--- config.mk ---
export PLATFORM = sky130hd
export DESIGN_NAME = bst_tap
export DESIGN_NICKNAME = d
export VERILOG_FILES = /design/src/logic/bst_pkg.sv /design/src/logic/bst_sync.sv /design/src/logic/bst_tap.sv
export SDC_FILE = /design/constraint.sdc
export NUM_CORES = 1
export LEC_CHECK = 0
export ABC_AREA = 1
export BUFFER_PORTS_ARGS = -buffer_cell sky130_fd_sc_hd__buf_2
export CORE_ASPECT_RATIO = 1.5
export CORE_MARGIN = 1
export CORE_UTILIZATION = 55
export DETAILED_ROUTE_END_ITERATION = 8
export MAX_ROUTING_LAYER = met4
export PLACE_DENSITY = 0.78
export SETUP_SLACK_MARGIN = 0.02
export SYNTH_ARGS = -nofsm -noshare
export SYNTH_HDL_FRONTEND = slang
export SYNTH_SLANG_ARGS = --single-unit
--- constraint.sdc ---
create_clock -name clk -period 2.25 [get_ports clk]
set_input_delay 0.675 -clock clk [delete_from_list [all_inputs] [get_ports clk]]
set_output_delay 0.675 -clock clk [all_outputs]
set_load 0.005 [all_outputs]
--- src/logic/bst_pkg.sv ---
`default_nettype none
package bst_pkg;
	localparam int IR_WIDTH   = 3;
	localparam int ID_WIDTH   = 32;
	localparam int BSR_LENGTH = 109;
	localparam int OE_CELL    = 47;
	localparam int RESET_HOLD = 5;

	// Instruction encodings
	localparam logic [2:0] INS_EXTEST   = 3'h0;
	localparam logic [2:0] INS_IDCODE   = 3'h1;
	localparam logic [2:0] INS_SAMPLEZ  = 3'h2;
	localparam logic [2:0] INS_RSVD3    = 3'h3;
	localparam logic [2:0] INS_SAMPLE   = 3'h4;
	localparam logic [2:0] INS_RSVD5    = 3'h5;
	localparam logic [2:0] INS_RSVD6    = 3'h6;
	localparam logic [2:0] INS_BYPASS   = 3'h7;

	localparam logic [1:0] IR_CAPTURE   = 2'h1;

	// Arbitrary identification value
	localparam logic [31:0] ID_CODE_DEFAULT = 32'h1A5C_0F3B;

	typedef enum logic [15:0] {
		ST_RESET   = 16'h0001,
		ST_IDLE    = 16'h0002,
		ST_SELDR   = 16'h0004,
		ST_CAPDR   = 16'h0008,
		ST_SHDR    = 16'h0010,
		ST_EX1DR   = 16'h0020,
		ST_PAUSEDR = 16'h0040,
		ST_EX2DR   = 16'h0080,
		ST_UPDDR   = 16'h0100,
		ST_SELIR   = 16'h0200,
		ST_CAPIR   = 16'h0400,
		ST_SHIR    = 16'h0800,
		ST_EX1IR   = 16'h1000,
		ST_PAUSEIR = 16'h2000,
		ST_EX2IR   = 16'h4000,
		ST_UPDIR   = 16'h8000
	} bst_state_e;
endpackage
`default_nettype wire

--- src/logic/bst_sync.sv ---
`timescale 1ns/1ps
`default_nettype none
module bst_sync #(
	parameter int WIDTH = 1
) (
	input  wire logic             clk,
	input  wire logic             rst,
	input  wire logic [WIDTH-1:0] din,
	output logic      [WIDTH-1:0] dout
);
	logic [WIDTH-1:0] stage1;
	logic [WIDTH-1:0] next_stage1;
	logic [WIDTH-1:0] next_dout;

	always_comb begin
		next_stage1 = din;
		next_dout   = stage1;
	end

	always_ff @(posedge clk) begin
		if (rst) begin
			stage1 <= '0;
			dout   <= '0;
		end else begin
			stage1 <= next_stage1;
			dout   <= next_dout;
		end
	end
endmodule // bst_sync
`default_nettype wire

--- src/logic/bst_tap.sv ---
`timescale 1ns/1ps
`default_nettype none
module bst_tap #(
	parameter int          CHAIN_LEN = bst_pkg::BSR_LENGTH,
	parameter logic [31:0] ID_CODE   = bst_pkg::ID_CODE_DEFAULT
) (
	input  wire logic                 clk,
	input  wire logic                 rst,
	input  wire logic                 tck,
	input  wire logic                 tms,
	input  wire logic                 tmsDriven,
	input  wire logic                 tdi,
	input  wire logic                 tdiDriven,
	input  wire logic [CHAIN_LEN-1:0] pinRing,
	output logic                      tdo,
	output logic                      tdoOe,
	output logic      [CHAIN_LEN-1:0] pinDrive,
	output logic                      pinOverride,
	output logic                      outBusOe,
	output logic                      outBusFloat
);
	// Elaboration-time refusal of a chain that cannot hold the bus enable cell
	if (CHAIN_LEN <= bst_pkg::OE_CELL) begin : g_bad_chain
		$error("Chain too short for output enable cell");
	end

	logic [2:0] syncIn;
	logic       tckS;
	logic       tmsS;
	logic       tdiS;

	// Undriven pins read as pulled high
	bst_sync #(.WIDTH(3)) u_sync (
		.clk  (clk),
		.rst  (rst),
		.din  ({tck, tms | ~tmsDriven, tdi | ~tdiDriven}),
		.dout (syncIn)
	);
	assign tckS = syncIn[2];
	assign tmsS = syncIn[1];
	assign tdiS = syncIn[0];

	bst_pkg::bst_state_e state;
	bst_pkg::bst_state_e next_state;
	logic                      tckPrev;
	logic [2:0]                irShift;
	logic [2:0]                irActive;
	logic                      bypassReg;
	logic [31:0]               idReg;
	logic [CHAIN_LEN-1:0]      bsrShift;
	logic [CHAIN_LEN-1:0]      bsrLatch;
	logic                      floatHold;
	logic [2:0]                next_irShift;
	logic [2:0]                next_irActive;
	logic                      next_bypassReg;
	logic [31:0]               next_idReg;
	logic [CHAIN_LEN-1:0]      next_bsrShift;
	logic [CHAIN_LEN-1:0]      next_bsrLatch;
	logic                      next_floatHold;
	logic                      next_tdo;
	logic                      next_tdoOe;
	logic                      next_tckPrev;
	logic                      rise;
	logic                      fall;
	logic                      serialBit;

	assign rise = tckS & ~tckPrev;
	assign fall = ~tckS & tckPrev;

	function automatic bit usesChain(input logic [2:0] ins);
		return ins == bst_pkg::INS_EXTEST || ins == bst_pkg::INS_SAMPLE || ins == bst_pkg::INS_SAMPLEZ;
	endfunction

	// Controller transitions
	always_comb begin
		next_state = state;
		if (rise) begin
			unique case (state)
				bst_pkg::ST_RESET:   next_state = tmsS ? bst_pkg::ST_RESET : bst_pkg::ST_IDLE;
				bst_pkg::ST_IDLE:    next_state = tmsS ? bst_pkg::ST_SELDR : bst_pkg::ST_IDLE;
				bst_pkg::ST_SELDR:   next_state = tmsS ? bst_pkg::ST_SELIR : bst_pkg::ST_CAPDR;
				bst_pkg::ST_CAPDR:   next_state = tmsS ? bst_pkg::ST_EX1DR : bst_pkg::ST_SHDR;
				bst_pkg::ST_SHDR:    next_state = tmsS ? bst_pkg::ST_EX1DR : bst_pkg::ST_SHDR;
				bst_pkg::ST_EX1DR:   next_state = tmsS ? bst_pkg::ST_UPDDR : bst_pkg::ST_PAUSEDR;
				bst_pkg::ST_PAUSEDR: next_state = tmsS ? bst_pkg::ST_EX2DR : bst_pkg::ST_PAUSEDR;
				bst_pkg::ST_EX2DR:   next_state = tmsS ? bst_pkg::ST_UPDDR : bst_pkg::ST_SHDR;
				bst_pkg::ST_UPDDR:   next_state = tmsS ? bst_pkg::ST_SELDR : bst_pkg::ST_IDLE;
				// Five high samples from any state end here
				bst_pkg::ST_SELIR:   next_state = tmsS ? bst_pkg::ST_RESET : bst_pkg::ST_CAPIR;
				bst_pkg::ST_CAPIR:   next_state = tmsS ? bst_pkg::ST_EX1IR : bst_pkg::ST_SHIR;
				bst_pkg::ST_SHIR:    next_state = tmsS ? bst_pkg::ST_EX1IR : bst_pkg::ST_SHIR;
				bst_pkg::ST_EX1IR:   next_state = tmsS ? bst_pkg::ST_UPDIR : bst_pkg::ST_PAUSEIR;
				bst_pkg::ST_PAUSEIR: next_state = tmsS ? bst_pkg::ST_EX2IR : bst_pkg::ST_PAUSEIR;
				bst_pkg::ST_EX2IR:   next_state = tmsS ? bst_pkg::ST_UPDIR : bst_pkg::ST_SHIR;
				bst_pkg::ST_UPDIR:   next_state = tmsS ? bst_pkg::ST_SELDR : bst_pkg::ST_IDLE;
				default:             next_state = bst_pkg::ST_RESET;
			endcase
		end
	end

	// Serial registers
	always_comb begin
		next_irShift   = irShift;
		next_irActive  = irActive;
		next_bypassReg = bypassReg;
		next_idReg     = idReg;
		next_bsrShift  = bsrShift;
		next_bsrLatch  = bsrLatch;
		next_floatHold = floatHold;
		next_tckPrev   = tckS;
		if (rise) begin
			unique case (state)
				bst_pkg::ST_RESET: begin
					next_irActive = bst_pkg::INS_IDCODE;
					next_bsrLatch[bst_pkg::OE_CELL] = 1'b1;
					next_floatHold = 1'b0;
				end
				bst_pkg::ST_CAPIR: next_irShift = {irShift[2], bst_pkg::IR_CAPTURE};
				bst_pkg::ST_SHIR:  next_irShift = {tdiS, irShift[2:1]};
				bst_pkg::ST_UPDIR: begin
					next_irActive  = irShift;
					next_floatHold = irShift == bst_pkg::INS_SAMPLEZ;
					if (!usesChain(irShift) && irShift != bst_pkg::INS_IDCODE)
						next_bypassReg = 1'b0;
				end
				bst_pkg::ST_CAPDR: begin
					if (usesChain(irActive))
						next_bsrShift = pinRing;
					else if (irActive == bst_pkg::INS_IDCODE)
						next_idReg = ID_CODE;
					else
						next_bypassReg = 1'b0;
				end
				bst_pkg::ST_SHDR: begin
					if (usesChain(irActive))
						next_bsrShift = {tdiS, bsrShift[CHAIN_LEN-1:1]};
					else if (irActive == bst_pkg::INS_IDCODE)
						next_idReg = {tdiS, idReg[31:1]};
					else
						next_bypassReg = tdiS;
				end
				bst_pkg::ST_UPDDR: begin
					if (usesChain(irActive))
						next_bsrLatch = bsrShift;
				end
				default: begin
				end
			endcase
		end
	end

	// One register on the path at a time
	always_comb begin
		if (state == bst_pkg::ST_SHIR)
			serialBit = irShift[0];
		else if (usesChain(irActive))
			serialBit = bsrShift[0];
		else if (irActive == bst_pkg::INS_IDCODE)
			serialBit = idReg[0];
		else
			serialBit = bypassReg;
		next_tdo   = tdo;
		next_tdoOe = tdoOe;
		if (fall) begin
			next_tdo   = serialBit;
			next_tdoOe = state == bst_pkg::ST_SHDR || state == bst_pkg::ST_SHIR;
		end
	end

	// Pin side drive is derived only from test state, never from memory logic
	logic                 next_pinOverride;
	logic                 next_outBusOe;
	logic                 next_outBusFloat;
	logic [CHAIN_LEN-1:0] next_pinDrive;
	always_comb begin
		next_pinOverride = irActive == bst_pkg::INS_EXTEST;
		next_pinDrive    = bsrLatch;
		next_outBusOe    = next_pinOverride & bsrLatch[bst_pkg::OE_CELL];
		next_outBusFloat = floatHold | (next_pinOverride & ~bsrLatch[bst_pkg::OE_CELL]);
	end

	always_ff @(posedge clk) begin
		if (rst) begin
			state       <= bst_pkg::ST_RESET;
			tckPrev     <= 1'b0;
			irShift     <= '0;
			irActive    <= bst_pkg::INS_IDCODE;
			bypassReg   <= 1'b0;
			idReg       <= '0;
			bsrShift    <= '0;
			bsrLatch    <= '0;
			bsrLatch[bst_pkg::OE_CELL] <= 1'b1;
			floatHold   <= 1'b0;
			tdo         <= 1'b0;
			tdoOe       <= 1'b0;
			pinDrive    <= '0;
			pinDrive[bst_pkg::OE_CELL] <= 1'b1;
			pinOverride <= 1'b0;
			outBusOe    <= 1'b0;
			outBusFloat <= 1'b0;
		end else begin
			state       <= next_state;
			tckPrev     <= next_tckPrev;
			irShift     <= next_irShift;
			irActive    <= next_irActive;
			bypassReg   <= next_bypassReg;
			idReg       <= next_idReg;
			bsrShift    <= next_bsrShift;
			bsrLatch    <= next_bsrLatch;
			floatHold   <= next_floatHold;
			tdo         <= next_tdo;
			tdoOe       <= next_tdoOe;
			pinDrive    <= next_pinDrive;
			pinOverride <= next_pinOverride;
			outBusOe    <= next_outBusOe;
			outBusFloat <= next_outBusFloat;
		end
	end
endmodule // bst_tap
`default_nettype wire

# Word-level counts from Yosys, hierarchy flattened
# Cells that the tools add are included.
[totals]
ff_bits = 395
inputBits = 116
output_inout_bits = 114
word_cells = 124
[classes]
n_eq_ne = 32
mux = 35
bitwise = 13
reduce_logical = 25
[op_table]
columns = ["operator", "count"]
rows = [
  ["$mux 109", 2],
  ["$pmux 109 s2", 1],
  ["$pmux 16 s12", 1],
  ["$mux 32", 4],
  ["$pmux 32 s2", 1],
  ["$mux 48", 1],
  ["$mux 16", 2],
  ["$ne 2x2->1 const B", 10],
  ["$mux 9", 2],
  ["$eq 16x1->1 const B", 1],
  ["$eq 16x10->1 const B", 1],
  ["$eq 16x11->1 const B", 1],
  ["$eq 16x12->1 const B", 1],
  ["$eq 16x13->1 const B", 1],
  ["$eq 16x14->1 const B", 1],
  ["$eq 16x15->1 const B", 1],
  ["$eq 16x16->1 const B", 1],
  ["$eq 16x2->1 const B", 1],
  ["$eq 16x3->1 const B", 1],
  ["$eq 16x4->1 const B", 1],
  ["$eq 16x5->1 const B", 1],
  ["$eq 16x6->1 const B", 1],
  ["$eq 16x7->1 const B", 1],
  ["$eq 16x8->1 const B", 1],
  ["33 further kinds", 66],
]

# Longest topological paths before layout
[logic_depth]
word_depth = 7
mapped_depth = 12

# Modules after synthesis
# A second synthesis with hierarchy kept.
[hier_totals]
hier_cells = 1872
area_unflattened_um2 = 14710.4
[by_module_without_submodules]
columns = ["mod", "instances", "cells_per_inst", "area_each_um2"]
rows = [
  ["bst_tap", 1, 1854, 14545.2],
  ["bst_sync", 1, 18, 165.2],
]

# Least setup slack after synthesis
# No wires, ideal clock.
[synth_path]
path_type = "input to register"
from = "in rst"
to = "reg floatHold"
setup_time_ps = 114
arrival_time_ps = 1679
path_slack_ps = 457
stages = 6
path_buffers = 3
path_cell_list = "clkbuf_1 > clkinv_1 > clkbuf_1 > clkbuf_1 > nand3_1 > nand2_1"
[synth_rtl]
columns = ["element", "line", "source"]
rows = [
  ["from (decl)", "bst_tap.sv:8", "input wire logic rst,"],
  ["to (signal assigned)", "bst_tap.sv:210", "floatHold <= next_floatHold;"],
  ["to (decl)", "bst_tap.sv:52", "logic floatHold;"],
]

# Worst setup path after layout
[layout_path]
from = "reg state[14]"
to = "reg bsrShift[16]"
[layout_via]
elab_chain_len = 3
elab_cells_between_ends = 7
cone_classes = "eq/ne: 4; mux: 1; reduce/logical: 2"
[layout_rtl]
columns = ["element", "line", "source"]
rows = [
  ["from (decl)", "bst_tap.sv:43", "bst_pkg::bst_state_e state;"],
  ["from (signal assigned)", "bst_tap.sv:184", "state <= bst_pkg::ST_RESET;"],
  ["from (signal assigned)", "bst_tap.sv:202", "state <= next_state;"],
  ["$eq 16x4->1 / $eq 16x5->1 (equally long branches)", "bst_tap.sv:112", "unique case (state)"],
  ["$ne 2x2->1 (no line) / $reduce_bool 2->1 (equally long branches)", "n/a", ""],
  ["$reduce_and 4->1 (no line)", "n/a", ""],
  ["to (signal assigned)", "bst_tap.sv:208", "bsrShift <= next_bsrShift;"],
  ["to (decl)", "bst_tap.sv:50", "logic [CHAIN_LEN-1:0] bsrShift;"],
]
# Parallel ways exist; a longest one is shown, timed or not.
# A chain may end at the register's enable or synchronous reset.

==> qor_table.md <==
| Quantity | Reported |
|---|---|
| Mean Syn Cell Area | 7.41 um^2 |
| Leakage power | 8.20 nW |
| Die X | 136 um |
| Number of iterations in the first detailed-routing pass | 5 |
| Drt wl/cell | 14.0 um |
| Cell-by-cell trace of the critical path | nor2_1 > nand2_2 > nor2_8 > nand2_2 > nand2_2 > nand2_4 > nor2_8 > buf_12 > o21ai_0 > nor2_1 |
| TritonCTS buffer count | 36 |
| Worst setup skew after layout | 0.0200 ns |
| Most area-hungry cell type in the Yosys netlist | sky130_fd_sc_hd__dfxtp_1 |
| CTS clock-pin slew for the worst setup and hold paths | 0.07 ns |
| EDFF count, synth | 0 |
| Post-DP HPWL | 22700 um |
| Number of DRC violations after detailed-routing iteration 0 | 819 |
| Worst stage delay on the critical path | 0.34 ns |
| Power per Cell Area | 789 nW/um^2 |
| Sink Count | 395 |
| FF+latch count, synth | 395 |
| Critical path start-end classification | flop to flop |
| Ranking of synthesized cells by area | sky130_fd_sc_hd__dfxtp_1, sky130_fd_sc_hd__nand2_1, sky130_fd_sc_hd__nor2_1 |
| Leading cell type in the layout, fill and taps excluded | sky130_fd_sc_hd__nand2_1 |
| Final worst path period need | 2.07 ns |
| Global routing usage summed across all routing layers | 26.4% |
| Type of the most critical hold path | input port to flop |
| Type of element capturing the critical path | flop |
| Transition at the pin with the smallest max-transition slack | 0.606 ns |
| Post-synth design cell area | 14800 um^2 |
| Global-route track usage on met3 | 4.79% |
| Die Area | 27600 um^2 |
| Placeable core region | 26500 um^2 |
| Fin Hold WS | 0.304 ns |
| Cell count after synthesis | 1997 |
| Fraction of final layout cells with drive strength greater than 1 | 16.6% |
| Syn nets | 2113 |
| Cell at the root of the clock tree | sky130_fd_sc_hd__clkbuf_16 |
| Critical path launch point type | flop |
| Number of rows in the core area | 73 |
| Final RePlAce weighted congestion | 0.908 |
| Worst ir drop on vdd | 0.750 mV |
| Worst relative slew slack | 59.5% |
| Count of H-tree levels built during CTS | 2 |
| TNS Setup | 0 ns |
| Finished Core Util | 66.4% |
| Initial core utilization | 55.8% |
| Period utilisation layout | 91.9% |
| Antenna violations before repair | 7 |
| Number of vias per cell after detailed routing | 5.11 |
| Met2 track demand over resource | 44.2% |
| DIE HEIGHT | 203 um |
| Max-cap violations | 0 |
| Number of I/O pins | 230 |
| Total power consumption of the routed design | 13.9 mW |
| Congestion Overflow GR | 0 |
| Portion of the post-synthesis area used by sequential elements | 53.5% |
| Area grow syn2layout | 18.9% |
| Critical-path cell with the highest stage delay | sky130_fd_sc_hd__dfxtp_1 |
| Count of port buffers added during placement | 229 |
| Final Hold Violating Endpoints | 0 |
| CTS tree | built |
| Data arrival time of the critical path | 2.54 ns |
| Final setup violation count | 0 |
| Highest clock frequency the design can meet | 0.484 GHz |
| Buffering stage count on the worst path with inverters included | 1 |
| Busiest metal layer after global routing | met2 |
| Worst skew pair latency | 0.54 ns |
| Count of distinct cell types in the synthesized netlist | 32 |
| Final critical-path setup slack | 0.182 ns |
| Maximum number of pins on one net before global-route repair | 98 |
| Most frequent cell on the critical path | sky130_fd_sc_hd__nand2_2 |
| Commonest non-fill, non-tap cells in the layout | sky130_fd_sc_hd__nand2_1, sky130_fd_sc_hd__dfxtp_1, sky130_fd_sc_hd__nor2_1 |
| Nets | 2292 |
| Synth top area share | 53.5% |
| Met1 track demand over resource in global routing | 30.8% |
| Max FO, Critical Path | 58 |
| Via Count | 13000 |
| Post-placement setup slack | 0.227 ns |
| Crit-path leading delay family | simple AND/OR/NAND/NOR gates |
| Antenna Violating Nets Remaining | 0 |
| Wire length of the first global-routing pass | 57300 um |
| Maximum count of clock buffers along a single path | 3 |
| RSZ-0062 raised after global routing | false |
| Share of synthesized registers carrying an async set or reset | 0% |
| Run status | completed |
| Required time of the critical path | 2.72 ns |
| Dominant synthesized flop cell | sky130_fd_sc_hd__dfxtp_1 |
| Overall routed net length | 35700 um |
| Remaining routing DRC violations | 0 |
| Count of final max-slew check failures | 0 |
| Number of warnings printed during yosys synthesis | 0 |
| Vias in the first global route | 12200 |
-- metrics by stage --
| step | cell area (um^2) | cells |
|---|---|---|
| 5_1_grt | 17600 | 2548 |
| 6_report | 17600 | 2548 |
| 2_1_floorplan | 14800 | 1997 |
| 4_1_cts | 17500 | 2538 |
| 3_5_place_dp | 16200 | 2472 |
| 3_3_place_gp | 16200 | 2472 |
-- kinds of logic (layout without fill, tap and decap cells) --
family	after synthesis	count (layout)	synth area share (%)
AND/OR/NAND/NOR	911	911	24.7
AO/OA/AOI/OAI	397	397	13.6
flip-flops	395	395	53.5
buffers and inverters	294	501	8.22
other	0	7	0
-- synthesized netlist by cell type, types with 4 or more instances --
cell,count
sky130_fd_sc_hd__buf_4,8
sky130_fd_sc_hd__buf_2,47
sky130_fd_sc_hd__nor3_1,20
sky130_fd_sc_hd__nand3_1,25
sky130_fd_sc_hd__or2_2,4
sky130_fd_sc_hd__nand4_1,7
sky130_fd_sc_hd__a21oi_1,138
sky130_fd_sc_hd__nor2_2,15
sky130_fd_sc_hd__nand2_1,432
sky130_fd_sc_hd__nor2_1,390
sky130_fd_sc_hd__inv_1,166
sky130_fd_sc_hd__dfxtp_1,395
sky130_fd_sc_hd__nand2_2,6
sky130_fd_sc_hd__o21ai_1,27
sky130_fd_sc_hd__clkbuf_1,63
sky130_fd_sc_hd__o21ai_0,224
-- final timing paths --
path,to,cells past startpoint,from,slack (ns)
max,bsrShift[16],10,state[14],0.18
min,u_sync.next_dout[1],2,tmsDriven,0.30
max reg2reg,bsrShift[16],10,state[14],0.18
min reg2reg,u_sync.dout[2],2,u_sync.next_dout[2],0.41
-- power breakdown --
part / leakage, nW / internal, mW / switching [mW] / total (mW)
clock network: 0.615 / 3.74 / 2.67 / 6.41
logic: 4.40 / 0.175 / 0.270 / 0.444
registers: 3.18 / 7.00 / 0.00635 / 7.01
-- registers in the layout, indices dropped and copies added, names as in the netlist --
register and flops:
outBusFloat 1, irActive 3, irShift 3, bsrShift 109
outBusOe 1, bypassReg 1, state 16, tckPrev 1
u_sync.next_dout 3, floatHold 1, pinDrive 109, idReg 32
tdo 1, tdoOe 1, bsrLatch 109, pinOverride 1
u_sync.dout 3
-- repair_timing --
item,4_1_cts,5_1_grt
gates resized for setup,0,3
setup buffers,0,2
hold buffers,0,0
setup endpoints to repair,0,14
-- area by class of cell --
| cell class | count | area [um^2] |
|---|---|---|
| fill | 2275 | 8910 |
| sequential | 395 | 7910 |
| multi-input combinational | 1308 | 5690 |
| timing repair buffer | 265 | 1620 |
| clock buffer | 55 | 1090 |
| inverter | 170 | 646 |
| tap | 337 | 422 |
| clock inverter | 11 | 176 |
| antenna | 7 | 17.5 |
-- per-layer routing --
layer | vias up | routed length (um) | part of all wire, %
li1 | 6594 | - | -
met1 | 5954 | 15100 | 42
met2 | 383 | 17400 | 49
met3 | 87 | 1890 | 5.3
met4 | 0 | 1210 | 3.4
met5 | - | 0 | 0
(Power assumes the default switching activity.)
